## config.mk

```make
export PLATFORM = sky130hd
export DESIGN_NAME = ppsc_ctrl
export DESIGN_NICKNAME = d
export VERILOG_FILES = /design/src/verilog/ppsc_pkg.sv /design/src/verilog/ppsc_wake.sv /design/src/verilog/ppsc_secbus.sv /design/src/verilog/ppsc_ctrl.sv
export SDC_FILE = /design/constraint.sdc
export NUM_CORES = 1
export LEC_CHECK = 0
export BUFFER_PORTS_ARGS = -buffer_cell sky130_fd_sc_hd__buf_4
export CAP_MARGIN = 15
export CORE_MARGIN = 4
export CORE_UTILIZATION = 32
export CTS_CLUSTER_DIAMETER = 40
export CTS_CLUSTER_SIZE = 24
export DETAILED_ROUTE_END_ITERATION = 8
export MAX_ROUTING_LAYER = met4
export PLACE_DENSITY = 0.78
export SLEW_MARGIN = 20
export SYNTH_ARGS = -nofsm -noshare
export SYNTH_HDL_FRONTEND = slang
export SYNTH_SLANG_ARGS = --single-unit
```

## constraint.sdc

```tcl
create_clock -name clk_i -period 0.9 [get_ports clk_i]
set_input_delay 0.09 -clock clk_i [delete_from_list [all_inputs] [get_ports clk_i]]
set_output_delay 0.09 -clock clk_i [all_outputs]
set_load 0.01 [all_outputs]
```

## src/verilog/ppsc_pkg.sv

```systemverilog
package ppsc_pkg;
   // configuration offsets of the two registers
   localparam logic [7:0] PPSC_OFS_PMCS = 8'ha4;
   localparam logic [7:0] PPSC_OFS_BRX = 8'ha6;
   // control/status and bridge field positions
   localparam int PPSC_BIT_WSTAT = 15;
   localparam int PPSC_BIT_WEN = 8;
   localparam int PPSC_BIT_BPCC = 7;
   localparam int PPSC_BIT_D3ACT = 6;
   localparam logic [15:0] PPSC_PMCS_RST = 16'h0000;
   localparam logic [7:0] PPSC_BRX_RST = 8'hc0;
   localparam logic [1:0] PPSC_D0 = 2'h0;
   localparam logic [1:0] PPSC_D1 = 2'h1;
   localparam logic [1:0] PPSC_D2 = 2'h2;
   localparam logic [1:0] PPSC_D3HOT = 2'h3;

   // configuration access request
   typedef struct packed {
      logic rd;
      logic wr;
      logic [7:0] addr;
      logic [3:0] be;
      logic [31:0] wdata;
   } ppsc_req_type;

   // secondary bus controls
   typedef struct packed {
      logic clk_stop;
      logic pwr_off;
   } ppsc_sec_type;
endpackage : ppsc_pkg

```

## src/verilog/ppsc_wake.sv

```systemverilog
`timescale 1ns/100ps
module ppsc_wake
   import ppsc_pkg::*;
(
   input wire logic clk_i,
   input wire logic nrst_i,
   input wire logic event_i,
   input wire logic clear_i,
   input wire logic enable_i,
   output logic status_o,
   output logic wake_o
);
   typedef struct packed {
      logic stat;
   } ppsc_wk_type;
   ppsc_wk_type st_reg;
   ppsc_wk_type st_next;

   // set wins over a same-cycle clear so no event is lost
   always_comb begin
      st_next = st_reg;
      if (clear_i) begin
         st_next.stat = 1'b0;
      end
      if (event_i) begin
         st_next.stat = 1'b1;
      end
   end

   always_ff @(posedge clk_i or negedge nrst_i) begin
      if (!nrst_i) begin
         st_reg <= '0;
      end else begin
         st_reg <= st_next;
      end
   end

   assign status_o = st_reg.stat;
   assign wake_o = st_reg.stat & enable_i;

   AST_WAKE_SET: assert property (@(posedge clk_i) disable iff (!nrst_i)
      event_i |=> status_o) else $error("wake flag not set");
   AST_WAKE_CLR: assert property (@(posedge clk_i) disable iff (!nrst_i)
      (clear_i && !event_i) |=> !status_o && !wake_o) else $error("wake clear failed");
endmodule : ppsc_wake

```

## src/verilog/ppsc_secbus.sv

```systemverilog
`timescale 1ns/100ps
module ppsc_secbus
   import ppsc_pkg::*;
(
   input wire logic clk_i,
   input wire logic nrst_i,
   input wire logic [1:0] pstate_i,
   input wire logic bus_power_clock_ctrl_enable_i,
   input wire logic d3act_i,
   output ppsc_sec_type sec_o
);
   typedef struct packed {
      ppsc_sec_type sec;
   } ppsc_sb_type;
   ppsc_sb_type st_reg;
   ppsc_sb_type st_next;

   // secondary bus action only follows power state while control is enabled
   always_comb begin
      st_next = '0;
      if (bus_power_clock_ctrl_enable_i && pstate_i == PPSC_D3HOT) begin
         st_next.sec.clk_stop = d3act_i;
         st_next.sec.pwr_off = ~d3act_i;
      end
   end

   always_ff @(posedge clk_i or negedge nrst_i) begin
      if (!nrst_i) begin
         st_reg <= '0;
      end else begin
         st_reg <= st_next;
      end
   end

   assign sec_o = st_reg.sec;

   AST_SEC_GATE: assert property (@(posedge clk_i) disable iff (!nrst_i)
      !bus_power_clock_ctrl_enable_i |=> sec_o == '0) else $error("secondary bus moved while disabled");
   AST_SEC_D3: assert property (@(posedge clk_i) disable iff (!nrst_i)
      (bus_power_clock_ctrl_enable_i && pstate_i == PPSC_D3HOT && d3act_i) |=> sec_o.clk_stop && !sec_o.pwr_off)
      else $error("clock not stopped in d3hot");
endmodule : ppsc_secbus

```

## src/verilog/ppsc_ctrl.sv

```systemverilog
// Summary of operation
// control/status contents survive the internal d3hot-to-d0 function reset
// d3hot-to-d0 pulses a function reset, sparing wake context and global bits
// wake status flag sets on any wake event, whatever the enable
// writing 1 clears the wake flag and its wake output; 0 does nothing
// data scale field bits 14..13 read zero
// data select field bits 12..9 read zero
// wake enable bit 8 is read/write and gates the wake output
// dynamic data wake enable bit 4 reads zero
// reserved control bits and bridge bits 5..0 read zero
// power state encoding: 00 d0, 01 d1, 10 d2, 11 d3hot
// power state field reads current state, written to change it
// bridge bus power/clock control enable bit 7 reads BUS_POWER_CLOCK_CTRL_ENABLE_VAL, one by default
// with control disabled power state does not steer secondary bus
// bridge bit 6: one stops secondary clock, zero removes power
// bit 6 acts only while bit 7 is one
// wake output active only while flag and enable are both set
`timescale 1ns/100ps
module ppsc_ctrl
   import ppsc_pkg::*;
#(
   parameter logic BUS_POWER_CLOCK_CTRL_ENABLE_VAL = 1'b1,
   parameter logic D3ACT_VAL = 1'b1
)
(
   input wire logic clk_i,
   input wire logic nrst_i,
   input ppsc_req_type req_i,
   input wire logic wake_event_i,
   output logic [31:0] rdata_o,
   output logic rvalid_o,
   output logic wake_o,
   output logic func_rst_o,
   output logic [1:0] power_state_o,
   output ppsc_sec_type sec_o
);
   typedef struct packed {
      logic [1:0] pstate;
      logic wen;
      logic [31:0] rdata;
      logic rvalid;
      logic frst;
   } ppsc_st_type;
   ppsc_st_type st_reg;
   ppsc_st_type st_next;

   logic hit;
   logic wr_lo;
   logic wr_hi;
   logic wake_clr;
   logic wake_stat;
   logic [15:0] pmcs_view;
   logic [7:0] brx_view;

   // dword containing both registers; byte enables pick the lanes
   function automatic logic dword_hit(input logic [7:0] a);
      return a[7:2] == PPSC_OFS_PMCS[7:2];
   endfunction : dword_hit

   assign hit = dword_hit(req_i.addr);
   assign wr_lo = req_i.wr & hit & req_i.be[0];
   assign wr_hi = req_i.wr & hit & req_i.be[1];
   assign wake_clr = wr_hi & req_i.wdata[PPSC_BIT_WSTAT];

   // unimplemented fields are tied low in the read view
   always_comb begin
      pmcs_view = '0;
      pmcs_view[PPSC_BIT_WSTAT] = wake_stat;
      pmcs_view[PPSC_BIT_WEN] = st_reg.wen;
      pmcs_view[1:0] = st_reg.pstate;
      brx_view = '0;
      brx_view[PPSC_BIT_BPCC] = BUS_POWER_CLOCK_CTRL_ENABLE_VAL;
      brx_view[PPSC_BIT_D3ACT] = D3ACT_VAL;
   end

   // register updates; the function reset never touches this register
   always_comb begin
      st_next = st_reg;
      st_next.rvalid = req_i.rd;
      st_next.frst = 1'b0;
      if (req_i.rd) begin
         // bridge byte sits in lane 2 (offset 0xa6); lane 3 is unused and reads zero
         st_next.rdata = hit ? {8'h00, brx_view & {8{req_i.be[2]}}, pmcs_view} : '0;
         if (hit) begin
            st_next.rdata[7:0] = pmcs_view[7:0] & {8{req_i.be[0]}};
            st_next.rdata[15:8] = pmcs_view[15:8] & {8{req_i.be[1]}};
         end
      end
      if (wr_hi) begin
         st_next.wen = req_i.wdata[PPSC_BIT_WEN];
      end
      if (wr_lo) begin
         st_next.pstate = req_i.wdata[1:0];
         st_next.frst = (st_reg.pstate == PPSC_D3HOT) &&
                        (req_i.wdata[1:0] == PPSC_D0);
      end
   end

   always_ff @(posedge clk_i or negedge nrst_i) begin
      if (!nrst_i) begin
         st_reg <= '0;
      end else begin
         st_reg <= st_next;
      end
   end

   ppsc_wake u_wake (
      .clk_i(clk_i),
      .nrst_i(nrst_i),
      .event_i(wake_event_i),
      .clear_i(wake_clr),
      .enable_i(st_reg.wen),
      .status_o(wake_stat),
      .wake_o(wake_o)
   );

   ppsc_secbus u_sec (
      .clk_i(clk_i),
      .nrst_i(nrst_i),
      .pstate_i(st_reg.pstate),
      .bus_power_clock_ctrl_enable_i(BUS_POWER_CLOCK_CTRL_ENABLE_VAL),
      .d3act_i(D3ACT_VAL),
      .sec_o(sec_o)
   );

   assign rdata_o = st_reg.rdata;
   assign rvalid_o = st_reg.rvalid;
   assign func_rst_o = st_reg.frst;
   assign power_state_o = st_reg.pstate;

   AST_PSTATE_WR: assert property (@(posedge clk_i) disable iff (!nrst_i)
      wr_lo |=> power_state_o == $past(req_i.wdata[1:0])) else $error("state not written");
   AST_FRST: assert property (@(posedge clk_i) disable iff (!nrst_i)
      (wr_lo && power_state_o == PPSC_D3HOT && req_i.wdata[1:0] == PPSC_D0) |=> func_rst_o)
      else $error("no function reset");
   AST_KEEP: assert property (@(posedge clk_i) disable iff (!nrst_i)
      (func_rst_o && !wr_lo && !wr_hi) |=> $stable(power_state_o) && $stable(st_reg.wen))
      else $error("register changed by function reset");
   AST_WEN_WR: assert property (@(posedge clk_i) disable iff (!nrst_i)
      wr_hi |=> st_reg.wen == $past(req_i.wdata[PPSC_BIT_WEN])) else $error("enable not written");
   AST_WAKE_GATE: assert property (@(posedge clk_i) disable iff (!nrst_i)
      wake_o |-> wake_stat && st_reg.wen) else $error("wake without flag and enable");
   AST_RD_ZERO: assert property (@(posedge clk_i) disable iff (!nrst_i)
      (req_i.rd && hit) |=> rdata_o[14:9] == '0 && rdata_o[7:2] == '0 && rdata_o[21:16] == '0
      && rdata_o[31:24] == '0)
      else $error("fixed fields not zero");
   AST_BRX_RD: assert property (@(posedge clk_i) disable iff (!nrst_i)
      (req_i.rd && hit && req_i.be[2]) |=> rdata_o[23] == BUS_POWER_CLOCK_CTRL_ENABLE_VAL)
      else $error("bridge enable bit wrong");
   AST_RVALID: assert property (@(posedge clk_i) disable iff (!nrst_i)
      req_i.rd |=> rvalid_o ##1 !rvalid_o || $past(req_i.rd)) else $error("read answer timing");
endmodule : ppsc_ctrl

```

======== Word-level counts from Yosys, hierarchy flattened ========
Cells that the tools add are included.
operators by class
  eq/ne operators ......................... 2
  mux-type cells .......................... 6
  bitwise operators ....................... 7
  reductions and logical operators ........ 3
operators by type and width
  kind                                   count
  24-bit two-way mux                     1
  16-bit two-way mux                     1
  2-bit by 8-bit AND with 8-bit output   1
  8-bit AND                              1
  6-bit == test (second input constant)  1
  1-bit AND                              5
  1-bit two-way mux                      3
  2-bit == test (second input constant)  1
  2-bit zero test                        1
  2-bit two-way mux                      1
  2-bit nonzero test                     1
  1-bit logical AND                      1
storage, ports and cells
  register bits ........................... 40
  input port bits ......................... 49
  output and inout port bits .............. 39
  word-level logic and storage cells ...... 26

======== Longest topological paths before layout ========
Gate-level depths: netlist (run 1).
  depth in word-level cells ............... 6
  mapped depth ............................ 3

======== By module ========
From an unflattened synthesis (run 1), not the netlist that was laid out.
unflattened totals
  cell total of the unflattened synthesis .. 76
  area total of the unflattened synthesis .. 777.0 um^2
modules (own cells, without submodules)
  module       instances  cells an instance  area each (um^2)  sequential area each (um^2)
  ppsc_ctrl    1          68                 664.4             250.2
  ppsc_secbus  1          4                  70.1              50.0
  ppsc_wake    1          4                  42.5              25.0

======== Least setup slack after synthesis (run 1) ========
OpenSTA, ideal clock, no wires.
  path kind ............................... input-to-reg
  from .................................... input req_i[39] (netlist bit)
  to ...................................... register st_reg (netlist bit power_state_o[0])
  setup time .............................. 0.125 ns
  arrival time ............................ 0.860 ns
  required time ........................... 0.775 ns
  path slack .............................. -0.085 ns
  stages on the path ...................... 3
  cells stage by stage .................... and4bb_4 -> nand4_4 -> mux2_4
between the ends
  cells in the longest elaborated chain, start to end .. 3
RTL lines
  item                     RTL line          source
  start, declared          ppsc_ctrl.sv:28   input ppsc_req_type req_i,
  6-bit == test            ppsc_ctrl.sv:57   return a[7:2] == PPSC_OFS_PMCS[7:2];
  1-bit AND (2 in series)  ppsc_ctrl.sv:61   assign wr_lo = req_i.wr & hit & req_i.be[0];
  end signal, assigned     ppsc_ctrl.sv:103  st_reg <= st_next;
  end, declared            ppsc_ctrl.sv:44   ppsc_st_type st_reg;
Every way passes these cells.
A chain may end at the register's enable or synchronous reset.

======== Worst setup path in the final report (run 1) ========
  from .................................... register u_wake.st_reg (netlist: u_wake.status_o)
  to ...................................... output wake_o
between the ends
  cells in the longest elaborated chain, start to end .. 1
RTL lines
  item                    RTL line         source
  start, declared         ppsc_wake.sv:16  ppsc_wk_type st_reg;
  start signal, assigned  ppsc_wake.sv:34  st_reg <= st_next;
  1-bit AND               ppsc_wake.sv:39  assign wake_o = st_reg.stat & enable_i;
  end, declared           ppsc_ctrl.sv:32  output logic wake_o,
Every way passes these cells.

==> summary.txt, run 1 <==
GRT
  – Largest net degree at the start of global routing: 13
  – Global-route wire length before repair: 2580 um
  – Vias in the first global route: 536
  – GRT Total Usage: 10.6%
  – Initial antenna violation count: 0
  – Grt ovf: 0

Logic synthesis
  – Library cells used by synthesis: 19
  – Yosys warns: 0
  – Mapped Area: 742 um2
  – #FFs+latches synth: 12
  – Gate Count Post-Synth: 73
  – Sequential-to-total area share from yosys stat: 40.5%
  – Post-synthesis area per instance: 10.2 um2

Floorplan
  – Die X: 56.2 um
  – Initial Util: 33.5%
  – # rows: 17
  – Core region area: 2210 um2
  – Die height: 56.2 um
  – Die Footprint: 3150 um2
  – # IOs: 88

STA
  – # setup viols final: 5
  – Layout Skew: 0.211 ps
  – RSZ-0062 raised after global routing: true
  – Slew Viols, Final: 0
  – Max Fclk: 984 MHz
  – Final period util: 113%
  – Fin. Hold Viols: 0
  – Setup ws final: -116 ps
  – Minimum clock period after layout: 1020 ps
  – Hold Slack: 60.3 ps

Worst setup path
  – Crit Path Max Fanout: 2
  – R2r worst-path depth: 2
  – Startpoint Class: flop
  – Crit. End Element: primary output
  – Flop2flop setup slack: -30 ps
  – Reg2Reg Launch Point: power_state_o[0]
  – Critical path data arrival time: 930 ps
  – Critical Path RT: 810 ps
  – Critical path class: flop to primary output
  – R2R Path End: power_state_o[0]

CTS
  – Worst skew pair latency: 260 ps
  – Maximum clock path buffer count: 2
  – CTS tree: built
  – TritonCTS buffer count: 3
  – Clk sinks: 12
  – Clk Tree Root Cell: clkbuf_4
  – Worst-path clk slew: 70 ps
  – H-Tree Depth: 1

Drt
  – Vias: 583
  – DR WL/cell: 11.6 um
  – Antenna-violating nets left: 0
  – First-pass DRT Iterations: 4
  – Vias per inst: 4.02
  – DRT iter0 DRCs: 17
  – Drc violations: 0
  – Final wirelength: 1690 um

Placed design
  – Placed inst area: 893 um2
  – Final HPWL DP: 1280 um
  – Placer Congestion: 0.730
  – Port Buf Inserts: 29

Run status
  – Failing checks: setup timing
  – Status: finished with violations

Power
  – Pleak: 0.568 nW
  – Worst vdd ir: 0.000789 V
  – Power Density: 1150 nW/um2

Run
  – MaxCap Viol Count: 0

Cells and area
  – Antenna Cells: 0
  – Register area: 300 um2
  – Final non-filler cell area: 1080 um2
  – # nets final: 167
  – Fill count: 202
  – Layout cell share with drive strength beyond 1: 46.2%
  – Multi-input combinational cell area: 317 um2
  – Area growth, synth to finish: 45.5%

Worst hold path
  – Hold path start: req_i[8]
  – HP Class: input port to flop
  – Hold EP: pmcs_view[8]
  – WHS Path Cells: 2
==> timing repair <==
item                       4_1_cts  5_1_grt
setup endpoints to repair        6       14
hold endpoints to repair        12        1
pin swaps                        1        1
gates resized for setup          5       10
buffers inserted                 6        4
hold buffers                     1        1
==> kinds of logic (layout without fill, tap and decap cells) <==
family / after synthesis / in the layout / synth area share [%]
AND/OR/NAND/NOR: 17 / 17 / 16.4
flip-flops: 12 / 12 / 40.5
multiplexers: 3 / 3 / 6.07
other: 1 / 27 / 0.505
AO/OA/AOI/OAI: 6 / 6 / 5.23
buffers and inverters: 34 / 52 / 31.4
==> metrics by stage <==
| step | total power (W) | utilization, % | setup TNS, ps | setup WS (ps) | cells |
|---|---|---|---|---|---|
| finish | 0.00124 | 48.8 | -181 | -116 | 145 |
| global route | 0.00131 | 48.8 | -466 | -146 | 145 |
| CTS | 0.00123 | 45.3 | -174 | -117 | 140 |
| detailed placement | 0.000789 | 40.4 | -1230 | -200 | 129 |
| global placement | 0.000781 | 40.4 | -930 | -177 | 129 |
| floorplan | 0.000761 | - | -175 | -61.1 | 99 |
==> routing by layer <==
layer / track usage [%] / wire, um / vias to the layer above
li1: - / - / 272
met1: 10.5 / 533 / 273
met2: 19.9 / 956 / 38
met3: 2.55 / 198 / 0
met4: 4.07 / 0 / 0
met5: - / 0 / -
==> synth_stat cells <==
library cell	count	area share (%)
o21ai_0	1	0.67
nand4_4	1	2.9
and2b_1	1	1.0
dfrtp_1	12	40
nand2_1	4	2.0
o22ai_1	4	3.4
and4bb_4	1	2.2
nor2_1	2	1.0
inv_1	5	2.5
conb_1	1	0.51
buf_4	28	28
nand4_2	1	1.7
o22a_1	1	1.2
nand4_1	1	0.84
nand3_1	3	2.0
nand3b_1	1	1.0
and2_1	2	1.7
mux2_4	3	6.1
clkbuf_1	1	0.51
==> worst max-delay path, stage by stage (launching register included) <==
cell and delay [ps]:
dfrtp_1 390, and2_4 160, buf_6 110
==> report_power, final <==
part	switching (W)	internal, W	total [W]
clock	0.000166	0.000246	0.000411
combinational	0.000130	0.000131	0.000261
sequential	0.0000133	0.000554	0.000567
==> registers in the layout (all words and copies together) (netlist names) <==
register / flops
u_sec.sec_o: 1
u_wake.status_o: 1
power_state_o: 2
rvalid_o: 1
func_rst_o: 1
rdata_o: 5
pmcs_view: 1
==> worst max-delay path by stage <==
| stage | start | endpoint | depth (start not counted) |
|---|---|---|---|
| after floorplan | req_i[42] | power_state_o[0] | 3 |
| after global placement | req_i[42] | power_state_o[1] | 4 |
| after CTS | pmcs_view[8] | wake_o | 2 |
| final | u_wake.status_o | wake_o | 2 |
| after global routing | u_wake.status_o | wake_o | 2 |
| after detailed placement | req_i[42] | power_state_o[1] | 4 |
==> cells in the final DEF (no fill, tap or decap), drive strengths merged, types with 2 or more instances in the layout <==
cell type	Yosys	routed
conb	1	27
nand4	3	3
nand3	3	3
mux2	3	3
buf	28	41
nand2	4	4
dlygate4sd3	0	2
clkbuf	1	4
dfrtp	12	12
inv	5	5
and2	2	2
o22ai	4	4
nor2	2	2
==> final cells by class <==
cell class / count / area share [%]
multi-input cells: 53 / 29.3
inverters: 5 / 1.74
flip-flops and latches: 12 / 27.8
clock buffers: 4 / 3.36
well taps: 28 / 3.24
repair buffers: 43 / 34.5
No activity file was read; power rests on OpenSTA's default activity.
==> run 2: changes to the inputs <==
Settings changed: SETUP_SLACK_MARGIN set to 0.02.
==> run 2 against run 1 <==
- the run still ends with setup timing left
- highest routed layer unchanged
- clock skew is 1.4 ps higher
- non-clock buffer count down 1
- combinational power about the same
==> summary.txt, run 2 (same netlist as run 1, synthesis figures left out) <==
Run status
  – Status: finished with violations
  – Failing checks: setup timing

Floorplan
  – Initial Util: 33.5%
  – Die height: 56.2 um
  – Die X: 56.2 um
  – Core region area: 2210 um2
  – # rows: 17
  – Die Footprint: 3150 um2
  – # IOs: 88

Cells and area
  – # nets final: 166
  – Final non-filler cell area: 1080 um2
  – Fill count: 204
  – Antenna Cells: 0
  – Commonest non-fill, non-tap cell in the layout: conb_1
  – Final core utilization: 48.8%
  – Max reg flops: 5
  – Area growth, synth to finish: 45.5%
  – Layout cell share with drive strength beyond 1: 45.7%
  – Most frequent cells in the layout: conb_1, buf_4, buf_6, dfrtp_1, inv_1

Worst setup path
  – Critical Path RT: 810 ps
  – CP startpoint: u_wake.status_o
  – Crit Path Max Fanout: 2
  – Crit-path slowest cell: dfrtp_1
  – Critical path data arrival time: 940 ps
  – Slowest stage delay, CP: 400 ps
  – Cells along the critical path: and2_4, buf_6
  – Startpoint Class: flop
  – Critical path class: flop to primary output
  – Crit-path leading delay family: flip-flops
  – Worst path bufs/invs: 1
  – Reg2Reg Launch Point: power_state_o[0]
  – Crit. End Element: primary output

Power
  – Total power after layout: 0.00125 W
  – Power Density: 1150 nW/um2
  – Worst vdd ir: 0.000646 V
  – Pleak: 0.565 nW

STA
  – Max Fclk: 970 MHz
  – Minimum clock period after layout: 1030 ps
  – RSZ-0062 raised after global routing: true
  – Layout Skew: 1.58 ps
  – Setup TNS: -259 ps
  – Final period util: 114%
  – # setup viols final: 6
  – Fin. Hold Viols: 0
  – Slew Viols, Final: 0
  – Setup ws final: -130 ps

Drt
  – DRT iter0 DRCs: 16
  – First-pass DRT Iterations: 4
  – Vias per inst: 4.05
  – Final wirelength: 1790 um
  – DR WL/cell: 12.4 um
  – Drc violations: 0
  – Antenna-violating nets left: 0
  – Vias: 583

CTS
  – TritonCTS buffer count: 3
  – H-Tree Depth: 1
  – Worst skew pair latency: 270 ps
  – CTS tree: built
  – Maximum clock path buffer count: 2
  – Clk Tree Root Cell: clkbuf_4
  – Clk sinks: 12
  – Worst-path clk slew: 70 ps

Run
  – MaxCap Viol Count: 0

Placed design
  – Final HPWL DP: 1280 um
  – Placed inst area: 893 um2
  – Port Buf Inserts: 29
  – Post-place setup slack: -200 ps
  – Placer Congestion: 0.730

GRT
  – Initial antenna violation count: 0
  – Grt ovf: 0
  – Largest net degree at the start of global routing: 13
  – Global-route wire length before repair: 2620 um
  – GRT Total Usage: 10.8%
  – Vias in the first global route: 549

Worst hold path
  – Hold path start: req_i[8]
  – HP Class: input port to flop
## run 2: cell type report
type | count | area [um2] | share of cell area (%)
timing repair buffer | 42 | 373 | 34.5
multi-input combinational | 53 | 317 | 29.3
sequential | 12 | 300 | 27.8
clock buffer | 4 | 36.3 | 3.36
tap | 28 | 35.0 | 3.24
inverter | 5 | 18.8 | 1.74
## run 2: repair_timing
action,in CTS,in global routing
endpoints found under the setup margin,8,16
buffers inserted,6,3
resized for setup,10,7
pin swaps,2,1
hold endpoints to repair,12,1
hold buffers,1,1
## run 2: worst paths after layout
| check | to | slack, ps | cells after the start |
|---|---|---|---|
| worst max-delay path | wake_o | -130 | 2 |
| worst min-delay path | pmcs_view[8] | 60 | 2 |
| worst max register to register | power_state_o[0] | -40 | 2 |
| worst min register to register | rdata_o[0] | 630 | 2 |
| max in group asynchronous | rvalid_o | 550 | 2 |
| min in group asynchronous | power_state_o[1] | 200 | 2 |
## run 2: routing by layer
layer / part of all wire [%] / up-vias / GRT usage, %
met5: 0 / - / -
met4: 0 / 0 / 4.07
met3: 9.3 / 0 / 2.32
met2: 58 / 36 / 20.5
met1: 33 / 278 / 10.5
li1: - / 269 / -
## run 2: power by group
part | internal, W | leakage [nW] | total, W | switching [W]
combinational | 0.000132 | 0.385 | 0.000264 | 0.000132
sequential | 0.000554 | 0.159 | 0.000568 | 0.0000146
clock | 0.000246 | 0.0210 | 0.000415 | 0.000169
## run 2: through the flow
step	hold slack (ps)	cells
floorplan	-206	99
CTS	3.47	140
finish	59.1	144
detailed placement	-65.5	129
global route	52.9	144
global placement	-69.4	129
